--- config.mk ---
export PLATFORM = sky130hd
export DESIGN_NAME = sci_core
export DESIGN_NICKNAME = d
export VERILOG_FILES = /design/src/rtl/sci_pkg.sv /design/src/rtl/sci_core.sv
export SDC_FILE = /design/constraint.sdc
export NUM_CORES = 1
export LEC_CHECK = 0
export BUFFER_PORTS_ARGS = -buffer_cell sky130_fd_sc_hd__buf_4
export CAP_MARGIN = 20
export CORE_ASPECT_RATIO = 0.7
export CORE_MARGIN = 2
export CORE_UTILIZATION = 40
export CTS_CLUSTER_DIAMETER = 150
export DETAILED_ROUTE_END_ITERATION = 12
export PLACE_DENSITY = 0.57
export RECOVER_POWER = 100
export SKIP_LAST_GASP = 1
export SLEW_MARGIN = 0
export SYNTH_ARGS = -nofsm -noshare
export SYNTH_HDL_FRONTEND = slang
export SYNTH_SLANG_ARGS = --single-unit
--- constraint.sdc ---
create_clock -name sys_clk -period 5.92 [get_ports sys_clk]
set_input_delay 0.888 -clock sys_clk [delete_from_list [all_inputs] [get_ports sys_clk]]
set_output_delay 0.888 -clock sys_clk [all_outputs]
set_load 0.005 [all_outputs]
--- src/rtl/sci_pkg.sv ---
// Constants, state encodings and state record of the serial unit.
// Assumes one system clock; all control sits in the core's registers.
package sci_pkg;

   // ----------------------------------------
   // Register indices
   // ----------------------------------------
   localparam int AW = 3;
   localparam logic [2:0] A_CTRL1 = 3'h0;
   localparam logic [2:0] A_CTRL2 = 3'h1;
   localparam logic [2:0] A_CTRL3 = 3'h2;
   localparam logic [2:0] A_STAT1 = 3'h3;
   localparam logic [2:0] A_STAT2 = 3'h4;
   localparam logic [2:0] A_DATA = 3'h5;
   localparam logic [2:0] A_BAUD = 3'h6;

   // ----------------------------------------
   // Field positions
   // ----------------------------------------
   localparam int C1_ON = 6;
   localparam int C1_INV = 5;
   localparam int C1_NINE = 4;
   localparam int C1_ADDR = 3;
   localparam int C1_QSTOP = 2;
   localparam int C1_PAR = 1;
   localparam int C1_ODD = 0;
   localparam int C2_TIE = 7;
   localparam int C2_TX_DONE_IRQ_EN = 6;
   localparam int C2_RIE = 5;
   localparam int C2_QIE = 4;
   localparam int C2_TXON = 3;
   localparam int C2_RXON = 2;
   localparam int C2_STBY = 1;
   localparam int C2_BRK = 0;
   localparam int C3_T9 = 6;
   localparam int C3_OIE = 3;
   localparam int C3_NIE = 2;
   localparam int C3_FIE = 1;
   localparam int C3_PIE = 0;
   localparam logic [7:0] C3_WMASK = 8'h4F;

   // ----------------------------------------
   // Reset values and timing counts
   // ----------------------------------------
   localparam int BAUD_RST = 12;
   localparam logic [4:0] RT_BIT = 5'h10;
   localparam logic [4:0] RT_S1 = 5'h03;
   localparam logic [4:0] RT_S2 = 5'h05;
   localparam logic [4:0] RT_S3 = 5'h07;
   localparam logic [4:0] RT_D1 = 5'h08;
   localparam logic [4:0] RT_D2 = 5'h09;
   localparam logic [4:0] RT_D3 = 5'h0A;
   localparam logic [3:0] TX_LAST = 4'hF;
   localparam logic [3:0] LEN8 = 4'hA;
   localparam logic [3:0] LEN9 = 4'hB;
   localparam logic [3:0] DBITS8 = 4'h8;
   localparam logic [3:0] DBITS9 = 4'h9;
   localparam logic [2:0] START_HIST = 3'h7;

   typedef enum logic {TX_IDLE = 1'b0, TX_SHIFT = 1'b1} sci_tx_e;
   typedef enum logic [1:0] {
      RX_SEARCH = 2'b00,
      RX_START = 2'b01,
      RX_BITS = 2'b10
   } sci_rx_e;

   typedef struct packed {
      logic [7:0] ctrl1;
      logic [7:0] ctrl2;
      logic [7:0] ctrl3;
      logic [7:0] baud;
      logic [7:0] div;
      logic [7:0] rdata;
      logic [7:0] tx_data;
      logic [7:0] rx_buf;
      logic [7:0] q_cnt;
      logic tick;
      logic rx_s1;
      logic rx_s2;
      logic tbe;
      logic idle_pend;
      logic tx_on_d;
      logic tx_line;
      sci_tx_e tx_st;
      logic [10:0] tx_sh;
      logic [3:0] tx_bits;
      logic [3:0] tx_rt;
      sci_rx_e rx_st;
      logic [4:0] rx_rt;
      logic [4:0] rx_edge;
      logic [2:0] rx_hist;
      logic [2:0] rx_smp;
      logic [3:0] rx_idx;
      logic [8:0] rx_sh;
      logic rx_last;
      logic rx_nz;
      logic rx_ninth;
      logic rx_full;
      logic quiet;
      logic ovr;
      logic nf;
      logic fe;
      logic pe;
      logic brk;
      logic q_arm;
      logic armed;
   } sci_state_s;

endpackage

--- src/rtl/sci_core.sv ---
// Asynchronous serial transmitter and receiver with status and control.
// Assumes a synchronous register master and an asynchronous rx_pin.
//
// Chosen here: strobed register access and the register offsets.
`timescale 1ns/10ps

module sci_core
   import sci_pkg::*;
#(
   parameter int BAUD_RESET = BAUD_RST
)(
   input wire logic sys_clk,
   input wire logic reset_n,
   input wire logic [AW-1:0] reg_addr,
   input wire logic [7:0] reg_wdata,
   input wire logic reg_wr,
   input wire logic reg_rd,
   output logic [7:0] reg_rdata,
   input wire logic rx_pin,
   output logic tx_pin_out,
   output logic tx_pin_oe,
   output logic tx_irq,
   output logic rx_irq,
   output logic err_irq
);

   if (BAUD_RESET < 0 || BAUD_RESET > 255) begin : g_chk
      $error("BAUD_RESET must fit in eight bits");
   end

   localparam sci_state_s ST_RST = '{
      tbe: 1'b1,
      tx_line: 1'b1,
      rx_s1: 1'b1,
      rx_s2: 1'b1,
      baud: 8'(BAUD_RESET),
      div: 8'(BAUD_RESET),
      tx_st: TX_IDLE,
      rx_st: RX_SEARCH,
      default: '0
   };

   // ----------------------------------------
   // Helpers
   // ----------------------------------------
   function automatic logic maj3(logic [2:0] v);
      return (v[0] & v[1]) | (v[0] & v[2]) | (v[1] & v[2]);
   endfunction

   function automatic logic [3:0] char_len(logic nine);
      return nine ? LEN9 : LEN8;
   endfunction

   // Parity sits in the top character bit
   function automatic logic [8:0] with_parity(logic [8:0] d, logic nine, logic odd);
      logic [8:0] r;
      r = d;
      if (nine) begin
         r[8] = odd ^ (^d[7:0]);
      end else begin
         r[7] = odd ^ (^d[6:0]);
      end
      return r;
   endfunction

   sci_state_s s;
   sci_state_s n;
   logic on;
   logic inv;
   logic nine;
   logic tx_done;
   logic stby;
   logic [4:0] r;
   logic [2:0] v3;
   logic v;
   logic [8:0] d9;
   logic [8:0] tx_d9;
   logic [7:0] thr;
   logic fin;
   logic brk;
   logic accept;
   logic msb;

   assign on = s.ctrl1[C1_ON];
   assign inv = s.ctrl1[C1_INV];
   assign nine = s.ctrl1[C1_NINE];
   assign stby = s.ctrl2[C2_STBY];
   assign tx_done = !on || (s.tx_st == TX_IDLE && s.tbe && !s.idle_pend
                    && !s.ctrl2[C2_BRK]);

   // ----------------------------------------
   // Next state
   // ----------------------------------------
   always_comb begin
      n = s;
      r = s.rx_rt + 5'h01;
      v3 = {s.rx_smp[1:0], s.rx_s2};
      v = maj3(v3);
      d9 = nine ? s.rx_sh : {1'b0, s.rx_sh[8:1]};
      tx_d9 = {s.ctrl3[C3_T9], s.tx_data};
      if (s.ctrl1[C1_PAR]) begin
         tx_d9 = with_parity(tx_d9, nine, s.ctrl1[C1_ODD]);
      end
      thr = {char_len(nine), 4'h0};
      fin = 1'b0;
      brk = 1'b0;
      accept = 1'b0;
      msb = nine ? d9[8] : d9[7];

      // Pin synchroniser
      n.rx_s1 = rx_pin;
      n.rx_s2 = s.rx_s1;

      // Oversample tick, one cycle wide while the baud register is nonzero
      n.tick = 1'b0;
      if (!on) begin
         n.div = s.baud;
      end else if (s.div == 8'h00) begin
         n.div = s.baud;
         n.tick = 1'b1;
      end else begin
         n.div = s.div - 8'h01;
      end

      // Flag clears go first so a same-cycle set survives
      if (reg_rd) begin
         unique case (reg_addr)
            A_CTRL1: n.rdata = s.ctrl1;
            A_CTRL2: n.rdata = s.ctrl2;
            A_CTRL3: n.rdata = {s.rx_ninth, s.ctrl3[6:0]};
            A_STAT1: n.rdata = {s.tbe, tx_done, s.rx_full, s.quiet,
                                s.ovr, s.nf, s.fe, s.pe};
            A_STAT2: n.rdata = {6'h00, s.brk, s.rx_st != RX_SEARCH};
            A_DATA: n.rdata = s.rx_buf;
            A_BAUD: n.rdata = s.baud;
            default: n.rdata = 8'h00;
         endcase
         if (reg_addr == A_STAT1 || reg_addr == A_STAT2) begin
            n.armed = 1'b1;
         end
         if (reg_addr == A_DATA && s.armed) begin
            n.armed = 1'b0;
            n.rx_full = 1'b0;
            n.quiet = 1'b0;
            n.ovr = 1'b0;
            n.nf = 1'b0;
            n.fe = 1'b0;
            n.pe = 1'b0;
            n.brk = 1'b0;
         end
      end

      // ----------------------------------------
      // Transmitter
      // ----------------------------------------
      n.tx_on_d = s.ctrl2[C2_TXON];
      if (!on) begin
         n.tx_st = TX_IDLE;
         n.tbe = 1'b1;
         n.idle_pend = 1'b0;
      end else begin
         if (s.ctrl2[C2_TXON] && !s.tx_on_d) begin
            n.idle_pend = 1'b1;
         end
         if (s.tx_st == TX_SHIFT) begin
            if (s.tick) begin
               n.tx_rt = s.tx_rt + 4'h1;
               if (s.tx_rt == TX_LAST) begin
                  n.tx_sh = {1'b1, s.tx_sh[10:1]};
                  n.tx_bits = s.tx_bits - 4'h1;
                  if (s.tx_bits == 4'h1) begin
                     n.tx_st = TX_IDLE;
                  end
               end
            end
         end else if (s.ctrl2[C2_TXON]) begin
            n.tx_rt = 4'h0;
            n.tx_bits = char_len(nine);
            if (s.ctrl2[C2_BRK]) begin
               // Pending idle follows the last break as its trailing ones
               n.tx_st = TX_SHIFT;
               n.tx_sh = 11'h000;
               n.idle_pend = 1'b1;
            end else if (s.idle_pend) begin
               n.tx_st = TX_SHIFT;
               n.tx_sh = 11'h7FF;
               n.idle_pend = 1'b0;
            end else if (!s.tbe) begin
               n.tx_st = TX_SHIFT;
               n.tx_sh = nine ? {1'b1, tx_d9, 1'b0}
                              : {2'h3, tx_d9[7:0], 1'b0};
               n.tbe = 1'b1;
            end
         end
      end
      n.tx_line = ((s.tx_st == TX_SHIFT) ? s.tx_sh[0] : 1'b1) ^ inv;

      // ----------------------------------------
      // Receiver
      // ----------------------------------------
      if (!on || !s.ctrl2[C2_RXON]) begin
         n.rx_st = RX_SEARCH;
         n.rx_hist = 3'h0;
         n.q_cnt = 8'h00;
      end else if (s.tick) begin
         n.rx_hist = {s.rx_hist[1:0], s.rx_s2};
         n.rx_rt = (r == RT_BIT) ? 5'h00 : r;
         if (r == RT_S1 || r == RT_S2 || r == RT_S3 || r == RT_D1
             || r == RT_D2 || r == RT_D3) begin
            n.rx_smp = v3;
         end
         unique case (s.rx_st)
            RX_SEARCH: begin
               if (s.rx_hist == START_HIST && !s.rx_s2) begin
                  n.rx_st = RX_START;
                  n.rx_rt = 5'h01;
                  n.rx_nz = 1'b0;
                  n.rx_idx = 4'h0;
                  n.rx_sh = 9'h000;
                  n.rx_last = 1'b0;
                  n.rx_edge = 5'h00;
               end
            end
            RX_START: begin
               if (r == RT_S3) begin
                  if (v) begin
                     n.rx_st = RX_SEARCH;
                     n.rx_hist = 3'h0;
                     n.rx_rt = 5'h00;
                  end else if (v3 != 3'h0) begin
                     n.rx_nz = 1'b1;
                  end
               end
               if (r >= RT_D1 && r <= RT_D3 && s.rx_s2) begin
                  n.rx_nz = 1'b1;
               end
               if (r == RT_BIT) begin
                  n.rx_st = RX_BITS;
               end
            end
            RX_BITS: begin
               if (r < RT_D1 && s.rx_last && s.rx_hist[0] && !s.rx_s2) begin
                  n.rx_edge = r;
               end
               if (r == RT_D3) begin
                  if (v3 != 3'h0 && v3 != 3'h7) begin
                     n.rx_nz = 1'b1;
                  end
                  n.rx_last = v;
                  n.rx_edge = 5'h00;
                  // Only late edges are pulled in; early ones ride the margin
                  if (!v && s.rx_last && s.rx_edge != 5'h00) begin
                     n.rx_rt = RT_D3 + 5'h01 - s.rx_edge;
                  end
                  if (s.rx_idx == (nine ? DBITS9 : DBITS8)) begin
                     fin = 1'b1;
                     n.rx_st = RX_SEARCH;
                     n.rx_hist = 3'h0;
                  end else begin
                     n.rx_sh = {v, s.rx_sh[8:1]};
                     n.rx_idx = s.rx_idx + 4'h1;
                  end
               end
            end
            default: n.rx_st = RX_SEARCH;
         endcase

         // Quiet line counting in oversample ticks
         if (!s.rx_s2) begin
            n.q_cnt = 8'h00;
            n.q_arm = 1'b1;
         end else if (s.ctrl1[C1_QSTOP] && s.rx_st != RX_SEARCH) begin
            n.q_cnt = 8'h00;
         end else if (s.q_cnt != thr) begin
            n.q_cnt = s.q_cnt + 8'h01;
            if (n.q_cnt == thr && s.q_arm) begin
               n.q_arm = 1'b0;
               if (stby && !s.ctrl1[C1_ADDR]) begin
                  n.ctrl2[C2_STBY] = 1'b0;
               end else begin
                  n.quiet = 1'b1;
               end
            end
         end
      end

      // Character completion
      if (fin) begin
         brk = (s.rx_sh == 9'h000) && !v;
         accept = !stby || (s.ctrl1[C1_ADDR] && msb);
         if (stby && accept) begin
            n.ctrl2[C2_STBY] = 1'b0;
         end
         if (accept) begin
            if (s.rx_full) begin
               n.ovr = 1'b1;
            end else begin
               n.rx_buf = d9[7:0];
               n.rx_ninth = msb;
               n.rx_full = 1'b1;
               n.fe = n.fe | !v;
               n.nf = n.nf | n.rx_nz;
               n.pe = n.pe | (s.ctrl1[C1_PAR]
                      && with_parity(d9, nine, s.ctrl1[C1_ODD]) != d9);
               n.brk = n.brk | brk;
            end
         end
      end

      // Register writes; buffer writes only land while it is empty and the unit is on
      if (reg_wr) begin
         unique case (reg_addr)
            A_CTRL1: n.ctrl1 = reg_wdata;
            A_CTRL2: n.ctrl2 = reg_wdata;
            A_CTRL3: n.ctrl3 = reg_wdata & C3_WMASK;
            A_BAUD: n.baud = reg_wdata;
            A_DATA: begin
               if (s.tbe && on) begin
                  n.tx_data = reg_wdata;
                  n.tbe = 1'b0;
               end
            end
            default: ;
         endcase
      end
   end

   always_ff @(posedge sys_clk or negedge reset_n) begin
      if (!reset_n) begin
         s <= ST_RST;
      end else begin
         s <= n;
      end
   end

   // ----------------------------------------
   // Outputs
   // ----------------------------------------
   assign reg_rdata = s.rdata;
   assign tx_pin_out = s.tx_line;
   assign tx_pin_oe = on;
   assign tx_irq = on && ((s.tbe && s.ctrl2[C2_TIE])
                   || (tx_done && s.ctrl2[C2_TX_DONE_IRQ_EN]));
   assign rx_irq = !stby && ((s.rx_full && s.ctrl2[C2_RIE])
                   || (s.quiet && s.ctrl2[C2_QIE]));
   assign err_irq = (s.ovr && s.ctrl3[C3_OIE]) || (s.nf && s.ctrl3[C3_NIE])
                    || (s.fe && s.ctrl3[C3_FIE]) || (s.pe && s.ctrl3[C3_PIE]);
endmodule

# Yosys cells after proc, flatten, opt, wreduce, memory -nomap -nowiden
# Cells that the tools add are included.
# word_totals
reg_bits,139
latchBits,0
ramBits,0
rom_bits,0
in_bits,16
output_inout_bits,13
wordCells,312
memories,0
# op_classes
n_addsub,7
mul,0
div_mod_pow,0
magnitude_cmp,3
n_eq_ne,39
shifts,0
muxes,118
bitwise_logic,17
n_reduce_logical,88
# op_table
operator,count
8-bit two-way mux,8
1-bit two-way mux,63
20-bit two-way mux,3
8-bit one-hot mux with 7 select lines,1
12-bit two-way mux,4
15-bit two-way mux,3
7-bit two-way mux,5
33-bit two-way mux,1
1-bit logical AND,32
14-bit one-hot mux with 2 select lines,1
5-bit two-way mux,5
5-bit AND reduction,4
18-bit two-way mux,1
9-bit two-way mux,2
16-bit two-way mux,1
8-bit parity,2
5-bit by 4-bit == test with 1-bit output (second input constant),3
3-bit two-way mux,5
3-bit != test (second input constant),5
5-bit one-hot mux with 3 select lines,1
1-bit logical OR,14
2-bit two-way mux,7
2-bit AND reduction,7
7-bit parity,2
other kinds (50),92

# Logic depth before layout (Yosys ltp)
# depth
depth_word,15
depth_mapped,10
depth_no_buf,8

# Worst setup path after synthesis
# Ideal clock, no wire load.
# synth_timing
path_type,input-to-reg
from,input port reg_addr[0]
to,register s[86] (netlist bit)
setup_time_ps,125
arrival_time_ps,2254
required_time_ps,5795
slack_ps,3541
stages,6
path_buffers,2
cell_sequence,buf_2 -> nor2b_1 -> buf_2 -> nand3_1 -> nor2_1 -> mux2_2
# synth_via
elab_chain_len,2
# synth_rtl
element,line_no,text
start: declaration,sci_core.sv:14,"input wire logic [AW-1:0] reg_addr,"
3-bit == test,sci_core.sv:312,unique case (reg_addr)
3-bit AND reduction (no source line),--,
end signal: assignment,sci_core.sv:332,s <= n;
end: declaration,sci_core.sv:66,sci_state_s s;
# No other way between the ends.
# A chain may end at the register's enable or synchronous reset.

# Final worst setup path
# layout_timing
from,register s[36] (netlist bit)
to,register s[14] (netlist bit)
# layout_via
elab_chain_len,4
# layout_rtl
element,line_no,text
5-bit by 1-bit adder with 5-bit output,sci_core.sv:96,r = s.rx_rt + 5'h01;
5-bit by 4-bit == test with 1-bit output,sci_core.sv:245,if (r == RT_D3) begin
2-bit != test (no source line),--,
6-bit AND reduction (no source line),--,
# No other way between the ends.

==> flow_summary.toml <==
[run_status]
status = "completed"

[logic_synthesis]
yosys-top-cells-area = "dfrtp_1, mux2_2, nand2_1"
synth-main-ff-cell = "dfrtp_1"
ys_types = 75
async_reset_ff_frac = 1.000
syn_nets = 790
ys_ff_latch = 138
syn_inst = 755
synth_top_cell_by_area = "dfrtp_1"
ys_warn_count = 0
synth_top_area_share = 0.4241
synth_most_common_cell = "dfrtp_1"
synth.avg_cell_area_sq_um = 10.16
synthTopCellsByCount = "dfrtp_1, nand2_1, nor2_1"
yosysSeqAreaShare = 0.4515
synth.cell_area_sq_um = 7671
synth_edf_count = 0

[placed_design]
placed_area_sq_um = 7965
io_buffers = 28
post-place-ws_ps = 2903
post-dp-hpwl_um = 13390
gp_congestion = 0.8826

[critical_path]
cp-end-kind = "flop"
path_cells = "ha_1 > and2_0 > a22o_1 > nand3b_1 > a21oi_1 > mux2_2"
path_max_fanout = 12
slowest_stage = "a21oi_1"
r2r-start = "s[36]"
rrSetupSlack_ps = 2530
path_class = "flop to flop"
arrival_ps = 3690
r2r_cells = 6
cp.required_ps = 6220
cp-start-kind = "flop"
max_stage_delay_ps = 960
regToRegEndpoint = "s[14]"

[clocking]
cts_tree = "yes"
clkTransAtPathRegs_ps = 60
cts_resized = 0
clockRootBuffer = "clkbuf_16"
post_cts_buffers = 0
numCtsBuffers = 17
numClockSinks = 138
h-tree-depth = 4
clock_path_buffers = 2
clk_latency_ps = 420
hold_buffers = 0

[global_route]
grtUsageTotal = 0.1934
grt_first_pass_wirelength_um = 30440
gr-total-overflow = 0
antenna_found_initial = 0
grt_max_degree = 81
grt_pass1_vias = 5536

[final_layout]
syn_to_final_growth_pct = 9.966
fin_nets = 795
num_antenna_cells = 0
drive_gt1_frac = 0.1643
final_area_sq_um = 8436

[worst_hold_path]
hp-start = "n[67]"
holdPathEnd = "s[67]"
hold_class = "flop to flop"
hold_depth = 0

[power_and_ir_drop]
switching_share = 0.3129
irDropWorstVdd_uv = 238.7
p_int_mw = 2.012
clkPwrFrac = 0.359
power_frac_seq = 0.444
power_frac_comb = 0.197
p_switching_mw = 0.9161
leakagePower_nw = 3.573
p_per_area_nw_per_um2 = 347.1
finalPower_mw = 2.928

[die]
die_w_um = 169.5
ioPinCount = 29
initial_core_util = 0.4066
dieHeight_um = 119.9
core_sq_um = 18870
rows = 42
die_area_sq_um = 20320

[timing]
setup_ws_ps = 2531
maxSlewHeadroom = 0.2063
setup_violations = 0
fin_skew_ps = 8.716
fmax_ghz = 0.2951
period_minus_slack_ps = 3389
period_share = 0.5724
hold_viol = 0
slew_violations = 0
tightest_slew_ps = 1191
rsz0062_at_grt = "no"
setup_tns_ps = 0

[detailed_routing]
wl_um = 18680
ant_nets = 0
drc_errors = 0
drtIter0Drc = 491
via_count = 5732
post_drt_wl_per_cell_um = 18.41
vias_per_cell = 5.647
drt-pass1-iter-count = 5

[job]
max_cap_viol_count = 0
-- logic make-up (layout without fill, tap and decap cells) --
kind of cell | Yosys count | count (layout) | share of synthesized area
adder cells (fa/ha/maj) | 19 | 19 | 0.03099
flip-flops | 138 | 138 | 0.4515
XOR/XNOR | 36 | 36 | 0.04110
AND/OR/NAND/NOR | 229 | 229 | 0.1422
buffers and inverters | 83 | 101 | 0.05007
multiplexers | 78 | 78 | 0.1218
AO/OA/AOI/OAI | 172 | 172 | 0.1623
-- final cells by class --
cell class                      instances  area, sq um
Fill cell                            1757        10430
Multi-Input combinational cell        534         3732
Sequential cell                       138         3463
Clock buffer                           19        432.9
Tap cell                              242        302.8
Timing Repair Buffer                   30        214.0
Inverter                               39        146.4
Clock inverter                         13        143.9
-- state kept, by name (all words and copies together) (netlist names) --
signal and flops:
s 124, reg_rdata 8, n 2, inv 1
nine 1, tx_pin_oe 1, tx_pin_out 1
-- layout by cell type, fill, tap and decap left out, drive strengths merged, types with 4 or more instances in the layout --
master    count
a31oi         6
buf          14
clkbuf       35
nor3         10
o32ai         7
a221oi        9
nor2         60
dfrtp       130
nand2        80
xnor2        25
a22oi        19
nand4         7
mux2         59
nand2b        8
o22ai         7
ha           19
a32o          4
o31ai         6
xor2         11
and3          7
nand3b        5
clkinvlp      4
a21oi        22
nand3        19
clkinv        6
a22o         11
mux2i        15
nor2b         8
inv          40
o211ai        4
and2          5
dfstp         8
nor4          5
o21ai        53
mux4          4
-- worst max-delay path: cells and delay by family, from the launching register on --
| family | cells | cell delay, ps |
|---|---|---|
| DFF | 1 | 570 |
| AOI/OAI and AO/OA | 2 | 1320 |
| adders and majority gates | 1 | 470 |
| muxes | 1 | 430 |
| and+or+nand+nor | 2 | 470 |
-- metal layers --
| metal | global-route usage | share of wire |
|---|---|---|
| met2 | 0.2597 | 0.41 |
| met1 | 0.3034 | 0.52 |
| met4 | 0.06303 | 0.017 |
| met5 | 0 | 0 |
| met3 | 0.04321 | 0.057 |
-- power groups by stage --
stage               combinational (mW)  clock [mW]  sequential, mW
floorplan                        0.485           0            1.23
global placement                 0.568           0            1.31
detailed placement               0.579           0            1.31
CTS                              0.582        1.07            1.30
global route                     0.646        1.11            1.32
finish                           0.577        1.05            1.30
-- through the flow --
step | utilization | std cells | hold WS (ps)
2_1_floorplan | - | 755 | 345.2
3_3_place_gp | 0.4222 | 983 | 347.3
3_5_place_dp | 0.4222 | 983 | 347.2
4_1_cts | 0.4528 | 1015 | 356.6
5_1_grt | 0.4471 | 1015 | 360.2
6_report | 0.4471 | 1015 | 356.2
-- how the worst max path moves through the flow --
| stage | to | start | slack, ps | cells after the start |
|---|---|---|---|---|
| floorplan | s[86] | reg_addr[0] | 3540 | 6 |
| global placement | s[9] | tx_pin_oe | 2990 | 5 |
| detailed placement | s[92] | reg_addr[0] | 2900 | 5 |
| CTS | tx_irq | s[66] | 2930 | 5 |
| global route | s[12] | s[36] | 2320 | 6 |
| finish | s[14] | s[36] | 2530 | 6 |
Note: power is estimated with default switching activity, not from simulation.
